## src/common/slpm_consts.vh

```
// Constants for the SONET line and section performance counters
`ifndef SLPM_CONSTS_VH
`define SLPM_CONSTS_VH
`define SLPM_ADDR_K_SECTION  8'h00
`define SLPM_ADDR_K_LINE     8'h04
`define SLPM_ADDR_K_FAR      8'h08
`define SLPM_ADDR_INT_STATUS 8'h0c
`define SLPM_ADDR_INT_CLEAR  8'h10
`define SLPM_ADDR_INT_ENABLE 8'h14
`define SLPM_ADDR_STATE      8'h18
`define SLPM_PAGE_CURRENT    2'b01
`define SLPM_PAGE_PREVIOUS   2'b10
`define SLPM_RST_K_SECTION   24'h000100
`define SLPM_RST_K_LINE      24'h000100
`define SLPM_RST_K_FAR       24'h000100
`define SLPM_RST_INT_ENABLE  6'h00
`define SLPM_UAS_SECONDS     4'ha
`define SLPM_B1_MAX          4'h8
`define SLPM_NUM_COUNTERS    14
`define SLPM_IX_CV_S         0
`define SLPM_IX_ES_S         1
`define SLPM_IX_SECTION_SEVERE_ERRORED_SECOND_COUNT        2
`define SLPM_IX_SEVERE_FRAME_SECOND_COUNT       3
`define SLPM_IX_CV_L         4
`define SLPM_IX_ES_L         5
`define SLPM_IX_LINE_SEVERE_ERRORED_SECOND_COUNT        6
`define SLPM_IX_LINE_UNAVAILABLE_SECOND_COUNT        7
`define SLPM_IX_FC_L         8
`define SLPM_IX_CV_F         9
`define SLPM_IX_ES_F         10
`define SLPM_IX_SES_F        11
`define SLPM_IX_UAS_F        12
`define SLPM_IX_FC_F         13
`define SLPM_INT_SECOND      0
`define SLPM_INT_PERIOD      1
`define SLPM_INT_UNAV_NEAR   2
`define SLPM_INT_UNAV_FAR    3
`define SLPM_INT_FAIL_NEAR   4
`define SLPM_INT_FAIL_FAR    5
`define SLPM_RESP_OKAY       2'b00
`define SLPM_RESP_SLVERR     2'b10
`endif

```

## src/rtl/slpm_counters.v

```verilog
// Section and line performance counters with AXI4-Lite register access
`timescale 1ns/10ps
`default_nettype none
`include "slpm_consts.vh"
module slpm_counters #(
  parameter STS_N = 48
) (
  input  wire        I_CLOCK,
  input  wire        I_SRST,
  input  wire        I_FRAME,
  input  wire [3:0]  I_B1_ERRS,
  input  wire [9:0]  I_B2_ERRS,
  input  wire [7:0]  I_REI_ERRS,
  input  wire        I_SEF_DEFECT,
  input  wire        I_LOS_DEFECT,
  input  wire        I_AIS_DEFECT,
  input  wire        I_RDI_DEFECT,
  input  wire        I_AIS_FAIL,
  input  wire        I_LOWER_FAIL,
  input  wire        I_RFI_FAIL,
  input  wire        I_SEC_TICK,
  input  wire        I_PERIOD_TICK,
  input  wire [7:0]  I_AWADDR,
  input  wire        I_AWVALID,
  output reg         O_AWREADY,
  input  wire [31:0] I_WDATA,
  input  wire [3:0]  I_WSTRB,
  input  wire        I_WVALID,
  output reg         O_WREADY,
  output reg  [1:0]  O_BRESP,
  output reg         O_BVALID,
  input  wire        I_BREADY,
  input  wire [7:0]  I_ARADDR,
  input  wire        I_ARVALID,
  output reg         O_ARREADY,
  output reg  [31:0] O_RDATA,
  output reg  [1:0]  O_RRESP,
  output reg         O_RVALID,
  input  wire        I_RREADY,
  output reg         O_UNAVAIL_NEAR,
  output reg         O_UNAVAIL_FAR,
  output reg         O_IRQ
);
  localparam [31:0] B2_LIM  = 8 * STS_N;
  localparam [31:0] REI_LIM = (STS_N >= 48) ? 255 : 8 * STS_N;
  localparam [9:0]  B2_MAX  = B2_LIM[9:0];
  localparam [7:0]  REI_MAX = REI_LIM[7:0];
  localparam       NC      = `SLPM_NUM_COUNTERS;

  // Per-frame inputs clipped to what one frame can really carry
  wire [3:0]  b1_c  = (I_B1_ERRS > `SLPM_B1_MAX) ? `SLPM_B1_MAX : I_B1_ERRS;
  wire [9:0]  b2_c  = (I_B2_ERRS > B2_MAX) ? B2_MAX : I_B2_ERRS;
  wire [7:0]  rei_c = (I_REI_ERRS > REI_MAX) ? REI_MAX : I_REI_ERRS;

  reg  [23:0] acc_s;
  reg  [23:0] acc_l;
  reg  [23:0] acc_f;
  reg         seen_sef;
  reg         seen_los;
  reg         seen_ais;
  reg         seen_rdi;
  reg  [23:0] k_section;
  reg  [23:0] k_line;
  reg  [23:0] k_far;
  reg  [5:0]  int_status;
  reg  [5:0]  int_enable;
  reg         ais_fail_d;
  reg         rfi_fail_d;
  reg  [31:0] cur  [0:NC-1];
  reg  [31:0] prev [0:NC-1];

  // Totals of the closing second include the tick cycle itself
  wire [23:0] sum_s = acc_s + (I_FRAME ? {20'h00000, b1_c} : 24'h000000);
  wire [23:0] sum_l = acc_l + (I_FRAME ? {14'h0000, b2_c} : 24'h000000);
  wire [23:0] sum_f = acc_f + (I_FRAME ? {16'h0000, rei_c} : 24'h000000);
  wire        d_sef = seen_sef | I_SEF_DEFECT;
  wire        d_los = seen_los | I_LOS_DEFECT;
  wire        d_ais = seen_ais | I_AIS_DEFECT;
  wire        d_rdi = seen_rdi | I_RDI_DEFECT;
  wire        es_s  = (sum_s != 24'h000000) | d_sef | d_los;
  wire        section_severe_errored_second_count = (sum_s >= k_section) | d_sef | d_los;
  wire        es_l  = (sum_l != 24'h000000) | d_ais;
  wire        line_severe_errored_second_count = (sum_l >= k_line) | d_ais;
  wire        es_f  = (sum_f != 24'h000000) | d_rdi;
  wire        ses_f = (sum_f >= k_far) | d_rdi;
  wire        near_fail = I_AIS_FAIL | I_LOWER_FAIL;
  wire        fail_near_evt = near_fail & ~ais_fail_d;
  wire        fail_far_evt  = I_RFI_FAIL & ~rfi_fail_d;

  // Per-second accumulators, cleared at every tick
  always @(posedge I_CLOCK) begin
    if (I_SRST || I_SEC_TICK) begin
      acc_s    <= 24'h000000;
      acc_l    <= 24'h000000;
      acc_f    <= 24'h000000;
      seen_sef <= 1'b0;
      seen_los <= 1'b0;
      seen_ais <= 1'b0;
      seen_rdi <= 1'b0;
    end else begin
      acc_s    <= sum_s;
      acc_l    <= sum_l;
      acc_f    <= sum_f;
      seen_sef <= d_sef;
      seen_los <= d_los;
      seen_ais <= d_ais;
      seen_rdi <= d_rdi;
    end
  end

  // Failure edge trackers
  always @(posedge I_CLOCK) begin
    if (I_SRST) begin
      ais_fail_d <= 1'b0;
      rfi_fail_d <= 1'b0;
    end else begin
      ais_fail_d <= near_fail;
      rfi_fail_d <= I_RFI_FAIL;
    end
  end

  // Unavailability for near (0) and far (1) line
  wire [1:0] ses_vec = {ses_f, line_severe_errored_second_count};
  wire [1:0] unav;
  wire [1:0] unav_enter;
  wire [3:0] uas_add [0:1];
  genvar g;
  generate
    for (g = 0; g < 2; g = g + 1) begin : g_unav
      reg       state;
      reg [3:0] run;
      reg [3:0] next_run;
      reg       next_state;
      reg [3:0] add;
      always @* begin
        next_run   = run;
        next_state = state;
        add        = 4'h0;
        if (I_SEC_TICK) begin
          if (!state) begin
            next_run = ses_vec[g] ? run + 4'h1 : 4'h0;
            if (ses_vec[g] && run == `SLPM_UAS_SECONDS - 4'h1) begin
              next_state = 1'b1;
              next_run   = 4'h0;
              add        = `SLPM_UAS_SECONDS;
            end
          end else begin
            // Exit seconds still count as unavailable
            add      = 4'h1;
            next_run = ses_vec[g] ? 4'h0 : run + 4'h1;
            if (!ses_vec[g] && run == `SLPM_UAS_SECONDS - 4'h1) begin
              next_state = 1'b0;
              next_run   = 4'h0;
            end
          end
        end
      end
      always @(posedge I_CLOCK) begin
        if (I_SRST) begin
          state <= 1'b0;
          run   <= 4'h0;
        end else begin
          state <= next_state;
          run   <= next_run;
        end
      end
      assign unav[g]       = state;
      assign unav_enter[g] = next_state & ~state;
      assign uas_add[g]    = add;
    end
  endgenerate

  // Contributions per counter: per-second part and immediate event part
  reg [31:0] add_sec [0:NC-1];
  reg [31:0] add_evt [0:NC-1];
  integer j;
  always @* begin
    for (j = 0; j < NC; j = j + 1) begin
      add_sec[j] = 32'h00000000;
      add_evt[j] = 32'h00000000;
    end
    if (I_SEC_TICK) begin
      add_sec[`SLPM_IX_CV_S]   = {8'h00, sum_s};
      add_sec[`SLPM_IX_ES_S]   = {31'h0, es_s};
      add_sec[`SLPM_IX_SECTION_SEVERE_ERRORED_SECOND_COUNT]  = {31'h0, section_severe_errored_second_count};
      add_sec[`SLPM_IX_SEVERE_FRAME_SECOND_COUNT] = {31'h0, d_sef};
      add_sec[`SLPM_IX_CV_L]   = {8'h00, sum_l};
      add_sec[`SLPM_IX_ES_L]   = {31'h0, es_l};
      add_sec[`SLPM_IX_LINE_SEVERE_ERRORED_SECOND_COUNT]  = {31'h0, line_severe_errored_second_count};
      add_sec[`SLPM_IX_LINE_UNAVAILABLE_SECOND_COUNT]  = {28'h0, uas_add[0]};
      add_sec[`SLPM_IX_CV_F]   = {8'h00, sum_f};
      add_sec[`SLPM_IX_ES_F]   = {31'h0, es_f};
      add_sec[`SLPM_IX_SES_F]  = {31'h0, ses_f};
      add_sec[`SLPM_IX_UAS_F]  = {28'h0, uas_add[1]};
    end
    add_evt[`SLPM_IX_FC_L] = {31'h0, fail_near_evt};
    add_evt[`SLPM_IX_FC_F] = {31'h0, fail_far_evt};
  end

  // Period accumulation; a boundary snapshots into the previous bank
  integer i;
  always @(posedge I_CLOCK) begin
    for (i = 0; i < NC; i = i + 1) begin
      if (I_SRST) begin
        cur[i]  <= 32'h00000000;
        prev[i] <= 32'h00000000;
      end else if (I_PERIOD_TICK) begin
        prev[i] <= cur[i] + add_sec[i];
        // A failure starting on the boundary belongs to the new period
        cur[i]  <= add_evt[i];
      end else begin
        cur[i]  <= cur[i] + add_sec[i] + add_evt[i];
      end
    end
  end

  // AXI4-Lite write path; address and data are taken in either order
  reg  [7:0]  aw_addr;
  reg         aw_have;
  reg  [31:0] w_data;
  reg  [3:0]  w_strb;
  reg         w_have;
  wire        do_write = aw_have & w_have & ~O_BVALID;
  wire        wr_k_s   = do_write & (aw_addr == `SLPM_ADDR_K_SECTION);
  wire        wr_k_l   = do_write & (aw_addr == `SLPM_ADDR_K_LINE);
  wire        wr_k_f   = do_write & (aw_addr == `SLPM_ADDR_K_FAR);
  wire        wr_clr   = do_write & (aw_addr == `SLPM_ADDR_INT_CLEAR) & w_strb[0];
  wire        wr_en    = do_write & (aw_addr == `SLPM_ADDR_INT_ENABLE) & w_strb[0];
  wire        wr_ok    = wr_k_s | wr_k_l | wr_k_f | wr_en | wr_clr;
  wire [23:0] wmask    = {{8{w_strb[2]}}, {8{w_strb[1]}}, {8{w_strb[0]}}};

  always @(posedge I_CLOCK) begin
    if (I_SRST) begin
      O_AWREADY <= 1'b1;
      O_WREADY  <= 1'b1;
      O_BVALID  <= 1'b0;
      O_BRESP   <= `SLPM_RESP_OKAY;
      aw_have   <= 1'b0;
      w_have    <= 1'b0;
      aw_addr   <= 8'h00;
      w_data    <= 32'h00000000;
      w_strb    <= 4'h0;
    end else begin
      if (I_AWVALID && O_AWREADY) begin
        aw_addr   <= I_AWADDR;
        aw_have   <= 1'b1;
        O_AWREADY <= 1'b0;
      end
      if (I_WVALID && O_WREADY) begin
        w_data   <= I_WDATA;
        w_strb   <= I_WSTRB;
        w_have   <= 1'b1;
        O_WREADY <= 1'b0;
      end
      if (do_write) begin
        aw_have  <= 1'b0;
        w_have   <= 1'b0;
        O_BVALID <= 1'b1;
        O_BRESP  <= wr_ok ? `SLPM_RESP_OKAY : `SLPM_RESP_SLVERR;
      end
      if (O_BVALID && I_BREADY) begin
        O_BVALID  <= 1'b0;
        O_AWREADY <= 1'b1;
        O_WREADY  <= 1'b1;
      end
    end
  end

  // Thresholds and interrupt registers
  wire [5:0] int_set;
  assign int_set[`SLPM_INT_SECOND]    = I_SEC_TICK;
  assign int_set[`SLPM_INT_PERIOD]    = I_PERIOD_TICK;
  assign int_set[`SLPM_INT_UNAV_NEAR] = unav_enter[0];
  assign int_set[`SLPM_INT_UNAV_FAR]  = unav_enter[1];
  assign int_set[`SLPM_INT_FAIL_NEAR] = fail_near_evt;
  assign int_set[`SLPM_INT_FAIL_FAR]  = fail_far_evt;
  wire [5:0] int_clr = wr_clr ? w_data[5:0] : 6'h00;

  always @(posedge I_CLOCK) begin
    if (I_SRST) begin
      k_section  <= `SLPM_RST_K_SECTION;
      k_line     <= `SLPM_RST_K_LINE;
      k_far      <= `SLPM_RST_K_FAR;
      int_enable <= `SLPM_RST_INT_ENABLE;
      int_status <= 6'h00;
    end else begin
      if (wr_k_s) begin
        k_section <= (k_section & ~wmask) | (w_data[23:0] & wmask);
      end
      if (wr_k_l) begin
        k_line <= (k_line & ~wmask) | (w_data[23:0] & wmask);
      end
      if (wr_k_f) begin
        k_far <= (k_far & ~wmask) | (w_data[23:0] & wmask);
      end
      if (wr_en) begin
        int_enable <= w_data[5:0];
      end
      // Set beats clear so an event in the clear cycle survives
      int_status <= (int_status & ~int_clr) | int_set;
    end
  end

  // Read path; counters sit in two pages of sixteen words
  reg  [31:0] rd_word;
  reg         rd_ok;
  always @* begin
    rd_word = 32'h00000000;
    rd_ok   = 1'b1;
    if (I_ARADDR[7:6] == `SLPM_PAGE_CURRENT && I_ARADDR[5:2] < NC) begin
      rd_word = cur[I_ARADDR[5:2]];
    end else if (I_ARADDR[7:6] == `SLPM_PAGE_PREVIOUS && I_ARADDR[5:2] < NC) begin
      rd_word = prev[I_ARADDR[5:2]];
    end else begin
      case (I_ARADDR)
        `SLPM_ADDR_K_SECTION:  rd_word = {8'h00, k_section};
        `SLPM_ADDR_K_LINE:     rd_word = {8'h00, k_line};
        `SLPM_ADDR_K_FAR:      rd_word = {8'h00, k_far};
        `SLPM_ADDR_INT_STATUS: rd_word = {26'h0, int_status};
        `SLPM_ADDR_INT_CLEAR:  rd_word = 32'h00000000;
        `SLPM_ADDR_INT_ENABLE: rd_word = {26'h0, int_enable};
        `SLPM_ADDR_STATE:      rd_word = {30'h0, unav};
        default:               rd_ok   = 1'b0;
      endcase
    end
  end

  always @(posedge I_CLOCK) begin
    if (I_SRST) begin
      O_ARREADY <= 1'b1;
      O_RVALID  <= 1'b0;
      O_RDATA   <= 32'h00000000;
      O_RRESP   <= `SLPM_RESP_OKAY;
    end else if (I_ARVALID && O_ARREADY) begin
      O_ARREADY <= 1'b0;
      O_RVALID  <= 1'b1;
      O_RDATA   <= rd_word;
      O_RRESP   <= rd_ok ? `SLPM_RESP_OKAY : `SLPM_RESP_SLVERR;
    end else if (O_RVALID && I_RREADY) begin
      O_RVALID  <= 1'b0;
      O_ARREADY <= 1'b1;
    end
  end

  // Registered status pins
  always @(posedge I_CLOCK) begin
    if (I_SRST) begin
      O_UNAVAIL_NEAR <= 1'b0;
      O_UNAVAIL_FAR  <= 1'b0;
      O_IRQ          <= 1'b0;
    end else begin
      O_UNAVAIL_NEAR <= unav[0];
      O_UNAVAIL_FAR  <= unav[1];
      O_IRQ          <= |(int_status & int_enable);
    end
  end
endmodule
`default_nettype wire

```

## config.mk

```make
export PLATFORM = sky130hd
export DESIGN_NAME = slpm_counters
export DESIGN_NICKNAME = d
export VERILOG_FILES = /design/src/rtl/slpm_counters.v
export VERILOG_INCLUDE_DIRS = /design/src /design/src/common
export SDC_FILE = /design/constraint.sdc
export NUM_CORES = 2
export LEC_CHECK = 0
export BUFFER_PORTS_ARGS = -buffer_cell sky130_fd_sc_hd__buf_2
export CAP_MARGIN = 25
export CORE_ASPECT_RATIO = 1.75
export CORE_UTILIZATION = 60
export CTS_CLUSTER_SIZE = 28
export DETAILED_ROUTE_END_ITERATION = 8
export PLACE_DENSITY = 0.82
export SETUP_SLACK_MARGIN = 0.5
export SLEW_MARGIN = 20
export SYNTH_ARGS = -nofsm -noshare
export SYNTH_HDL_FRONTEND = slang
export SYNTH_SLANG_ARGS = --single-unit
```

## constraint.sdc

```tcl
create_clock -name I_CLOCK -period 20.5 [get_ports I_CLOCK]
set_clock_uncertainty 0.15 [all_clocks]
set_input_delay 1.025 -clock I_CLOCK [delete_from_list [all_inputs] [get_ports I_CLOCK]]
set_output_delay 1.025 -clock I_CLOCK [all_outputs]
set_load 0.02 [all_outputs]
```

==> results <==
- The reg-to-reg critical path endpoint is cur[7][28]$_SDFFCE_PN0P_.
- The first-pass GRT wire length is 272 mm.
- The count of cells along the worst hold path is 2.
- The global-route congestion overflow total is 0.
- The setup TNS is 0 ps.
- The clock drives 1147 sinks.
- In this run the worst path has a maximum fanout of 7.
- The arrival time at the worst endpoint is about 8400 ps.
- Setup repair after global routing left no endpoint under its margin.
- The floorplan core area is 103000 sq um.
- The quantity of hold-fixing buffers added after cts is 0.
- The average routed wire per standard cell is 23.7 um.
- At the end of the flow, the number of nets in the layout was 6543.
- The initial core utilization is 0.606.
- Of the total synthesized cell area, the portion taken by XOR and XNOR cells is 0.0633.
- The first routing iteration left 4621 violations.
- The die footprint is 106000 sq um.
- Synthesis produced a netlist whose cell count is 5822.
- Wires add up to between 150 and 200 mm.
- The synthesized netlist occupies a cell area of about 63000 sq um.
- Setup violations remaining at the end of the flow were counted as 0.
- The most used flip-flop cell after synthesis is sky130_fd_sc_hd__edfxtp_1.
- The worst setup path is launched from an input pin.
- The startpoint of the worst register-to-register path is acc_l[0]$_SDFF_PP0_.
- Post-CTS repair changed the size of 0 cells.
- At the later pin of the worst-skew pair, clock insertion delay measures 740 ps.
- In the routed design, unresolved DRC markers number 0.
- The number of ports placed on the die boundary is 135.
- The post-synthesis compound-gate area fraction is 0.0687.
- Of the total synthesized cell area, the portion taken by AND, OR, NAND and NOR gates is 0.180.
- The number of cell instances on the worst register-to-register path is 24.
- The leakage power figure is 27.5 nW.
- The critical hold path startpoint is aw_addr[7]$_SDFFE_PP0P_.
- The worst voltage drop across the vdd grid is approximately 0.09 mV.
- For this run, the total global-route usage over all layers was measured as 0.346.
- TritonCTS built the clock tree.
- The maximum buffer depth of the clock tree is 3.
- Entering global routing, the biggest net connects around 210 pins.
- The post-synthesis sequential element count is 1147.
- The routed layout has between 40000 and 50000 vias.
- The H-tree generated during clock tree synthesis spans 3 levels.
- Measured against the total synthesized area, the mux share comes to 0.107.
- The count of final max-slew check failures is 0.
- The share of the core filled with cells is 0.672.
- The final critical-path required period is between 8000 and 9000 ps.
- The number of search-and-repair iterations in the first detailed-routing pass is 8.
- Port buffering added about 120 buffers.
- The share of async-settable or async-resettable flops after synthesis is 0.
- In this run, CTS created clock tree buffers numbering ~100.
- The required time at the worst-slack endpoint is 20770 ps.
- The clock-pin slew of the registers on the worst-case setup and hold paths is 70 ps.
- The warning count from the yosys run is 0.
- The destination of the worst hold path is aw_addr[7]$_SDFFE_PP0P_.
- The tree is rooted in a sky130_fd_sc_hd__clkbuf_16.
- The number of global-route vias before repair came to roughly 47000.
- The worst hold-check path type is flip-flop to flip-flop.
- The relative slew slack is 0.179.
- The number of enable flip-flop cells after synthesis is roughly 900.
- Max-cap violations in this run came to 0.
- After synthesis, the largest family of logic cells by area is simple AND/OR/NAND/NOR gates.
- Detailed placement finished with a half-perimeter wire length of 130 mm.
- The number of rows in the core area is 156.
- The register-to-register setup slack is between 10000 and 15000 ps.
- The floorplan step set the die width to 246 um.
- The final-report hold violation count came to 0.
- For this run, the register share of the synthesized area comes to 0.510.
- The critical path class is input pin to flip-flop.
- For this run, the top clock speed supported by timing is around 0.12 GHz.
- Dividing the detail-routed via count by the number of cells gives 6.16.
- The run finished with clean final reports.
- The routability-driven placement congestion ratio is 1.01.
- Power spread over the standard cell area amounts to ~77 nW/um^2.
- Once detail routing completed, the nets flagged for antenna violations numbered 0.
- From bottom edge to top edge, the die measures 429 um.
- At the pin with the least slew margin, the transition time is ~1200 ps.
- The number of buffers inserted to repair setup after CTS is 0.
- The critical path endpoint category is a flip-flop.
- The area growth from synthesis to layout is 11.0%.
- The average cell area after synthesis is 10.8 sq um.
- Of the cells placed in the final design, the portion with a size suffix greater than 1 is 0.0926.
- The fraction of the cycle the final worst path needs is 0.399.
- The adder and majority gate portion of the synthesized area is 0.0413.
- The number of antenna violations at the first check in global routing was 4.
- The number of unique standard cell types used by synthesis is 100.
cells in the mapped netlist, drive strengths merged (6+ instances only):
library cell  count  share of area
dfxtp           251          0.080
mux4            197          0.071
nor3b             8        0.00096
or3              28         0.0028
o31ai            25         0.0031
nor4b             7         0.0014
nand2           321          0.019
nor4             18         0.0023
a31oi            24         0.0026
or2               6        0.00060
nand4b           10         0.0014
a211o             8         0.0011
a221oi            9         0.0015
and3             75         0.0075
o21a             18         0.0022
xor2            273          0.038
edfxtp          896           0.43
nor2b            39         0.0039
fa                8         0.0026
a21o             39         0.0047
nand2b           38         0.0038
a21oi           274          0.022
nor2           1247          0.075
o221ai            9         0.0013
inv             176          0.011
o21bai            9         0.0011
mux2i           222          0.035
and4             40         0.0056
nor3             95         0.0077
a211oi           36         0.0046
nand3           198          0.016
o311ai            7         0.0011
clkbuf          212          0.013
o21ai           120         0.0098
xnor2           179          0.025
ha              194          0.039
buf              82         0.0066
o31a              8         0.0011
o22ai            27         0.0027
o211ai           17         0.0021
a22oi             7        0.00092
nand4           101          0.010
and2            196          0.020
state kept, by name (all words and copies together) (netlist names), 2 cells and up, named ones only:
signal / flops
prev: 448
acc_s: 24
acc_l: 24
int_status: 6
acc_f: 24
w_data: 24
w_strb: 3
g_unav.run: 8
g_unav.state: 2
int_enable: 6
O_RDATA: 32
aw_addr: 8
cur: 448
stage by stage:
step | power (mW) | cells | area, sq um | hold WS, ps | setup WS (ps)
final | 5.37 | 7684 | 69500 | 332 | 12330
after global routing | 5.51 | 7682 | 69500 | 343 | 11880
after CTS | 5.37 | 7681 | 69500 | 319 | 12470
after detailed placement | 3.31 | 7487 | 65900 | 297 | 11810
after global placement | 3.29 | 7487 | 65900 | 295 | 11830
after floorplan | 3.13 | 6271 | 64300 | 286 | 5330
layout make-up:
cell class	count	area [sq um]
Sequential cell	1147	31900
Inverter	177	672
Timing Repair Buffer	167	1020
Multi-Input combinational cell	4653	30600
Tap cell	1343	1680
Antenna cell	3	7.51
Clock inverter	61	637
Fill cell	7498	33900
Clock buffer	133	3000
critical path: stages:
cell and delay [ps]:
sky130_fd_sc_hd__buf_2 110, sky130_fd_sc_hd__nor4_1 260, sky130_fd_sc_hd__a21oi_1 100, sky130_fd_sc_hd__nor3b_1 440, sky130_fd_sc_hd__and2_1 240, sky130_fd_sc_hd__ha_1 300
sky130_fd_sc_hd__and3_1 220, sky130_fd_sc_hd__a221oi_2 400, sky130_fd_sc_hd__o31a_1 350, sky130_fd_sc_hd__nand2b_1 200, sky130_fd_sc_hd__nor2_1 70, sky130_fd_sc_hd__xnor2_1 230
sky130_fd_sc_hd__inv_1 130, sky130_fd_sc_hd__ha_1 310, sky130_fd_sc_hd__nand4_1 80, sky130_fd_sc_hd__nor2_1 100, sky130_fd_sc_hd__o21ai_0 90, sky130_fd_sc_hd__a31oi_1 260
sky130_fd_sc_hd__nor4b_4 100, sky130_fd_sc_hd__nor3b_2 700, sky130_fd_sc_hd__fa_1 360, sky130_fd_sc_hd__a31oi_1 290, sky130_fd_sc_hd__nor3_1 740, sky130_fd_sc_hd__and4_1 370
sky130_fd_sc_hd__nor2b_1 480, sky130_fd_sc_hd__nand2_1 140, sky130_fd_sc_hd__xor2_1 260, sky130_fd_sc_hd__nor2_1 80
metal layers:
metal / global-route usage / wire [um] / share of wire
met4: 0.347 / 21800 / 0.12
met3: 0.0505 / 12300 / 0.068
met1: 0.363 / 58900 / 0.32
met5: 0 / 13 / 0.000071
met2: 0.581 / 89300 / 0.49
report_power, final:
| group | internal (mW) | total, mW | switching, mW |
|---|---|---|---|
| Combinational | 0.196 | 0.549 | 0.353 |
| Sequential | 2.64 | 2.73 | 0.0968 |
| Clock | 1.18 | 2.09 | 0.910 |
| Total | 4.01 | 5.37 | 1.36 |
cells in the final DEF (no fill, tap or decap), types with 10 or more instances in the layout:
cell	count
sky130_fd_sc_hd__o21a_1	18
sky130_fd_sc_hd__o211ai_1	16
sky130_fd_sc_hd__a21oi_1	271
sky130_fd_sc_hd__mux2i_1	222
sky130_fd_sc_hd__o31ai_1	24
sky130_fd_sc_hd__clkbuf_16	114
sky130_fd_sc_hd__bufinv_16	11
sky130_fd_sc_hd__and4_1	39
sky130_fd_sc_hd__edfxtp_1	896
sky130_fd_sc_hd__nand3_1	197
sky130_fd_sc_hd__nor3_1	92
sky130_fd_sc_hd__nor2_1	1245
sky130_fd_sc_hd__o21ai_0	111
sky130_fd_sc_hd__and3_1	75
sky130_fd_sc_hd__and2_1	195
sky130_fd_sc_hd__clkinv_1	15
sky130_fd_sc_hd__buf_4	42
sky130_fd_sc_hd__conb_1	451
sky130_fd_sc_hd__buf_2	118
sky130_fd_sc_hd__nor2b_1	38
sky130_fd_sc_hd__xor2_1	272
sky130_fd_sc_hd__nor4_1	16
sky130_fd_sc_hd__xnor2_1	179
sky130_fd_sc_hd__nand2b_1	37
sky130_fd_sc_hd__nand4_1	99
sky130_fd_sc_hd__clkbuf_1	11
sky130_fd_sc_hd__inv_1	174
sky130_fd_sc_hd__a31oi_1	23
sky130_fd_sc_hd__nand4b_1	10
sky130_fd_sc_hd__or3_1	28
sky130_fd_sc_hd__nand2_1	320
sky130_fd_sc_hd__a21o_1	39
sky130_fd_sc_hd__a211oi_1	33
sky130_fd_sc_hd__mux4_2	197
sky130_fd_sc_hd__ha_1	194
sky130_fd_sc_hd__dfxtp_1	251
sky130_fd_sc_hd__o22ai_1	27
sky130_fd_sc_hd__clkinv_2	15
worst max path at each step:
stage	cells past startpoint	slack [ps]	end	startpoint
after floorplan	5	5330	prev[0][0]$_SDFFCE_PN0P_	I_PERIOD_TICK
after global placement	29	11830	prev[7][26]$_SDFFCE_PN0P_	I_B2_ERRS[3]
after detailed placement	30	11810	prev[7][26]$_SDFFCE_PN0P_	I_B2_ERRS[3]
after CTS	28	12470	cur[7][28]$_SDFFCE_PN0P_	I_B2_ERRS[3]
after global routing	30	11880	cur[7][28]$_SDFFCE_PN0P_	I_B2_ERRS[3]
final	28	12330	cur[7][28]$_SDFFCE_PN0P_	I_B2_ERRS[3]
kinds of logic after synthesis:
logic type	count (synthesis)
compound gates	681
xor+xnor	452
fa+ha+maj	202
buf+inv	471
flops	1147
mux	421
other cells	2
simple gates	2446
No activity file was read; power rests on OpenSTA's default activity.
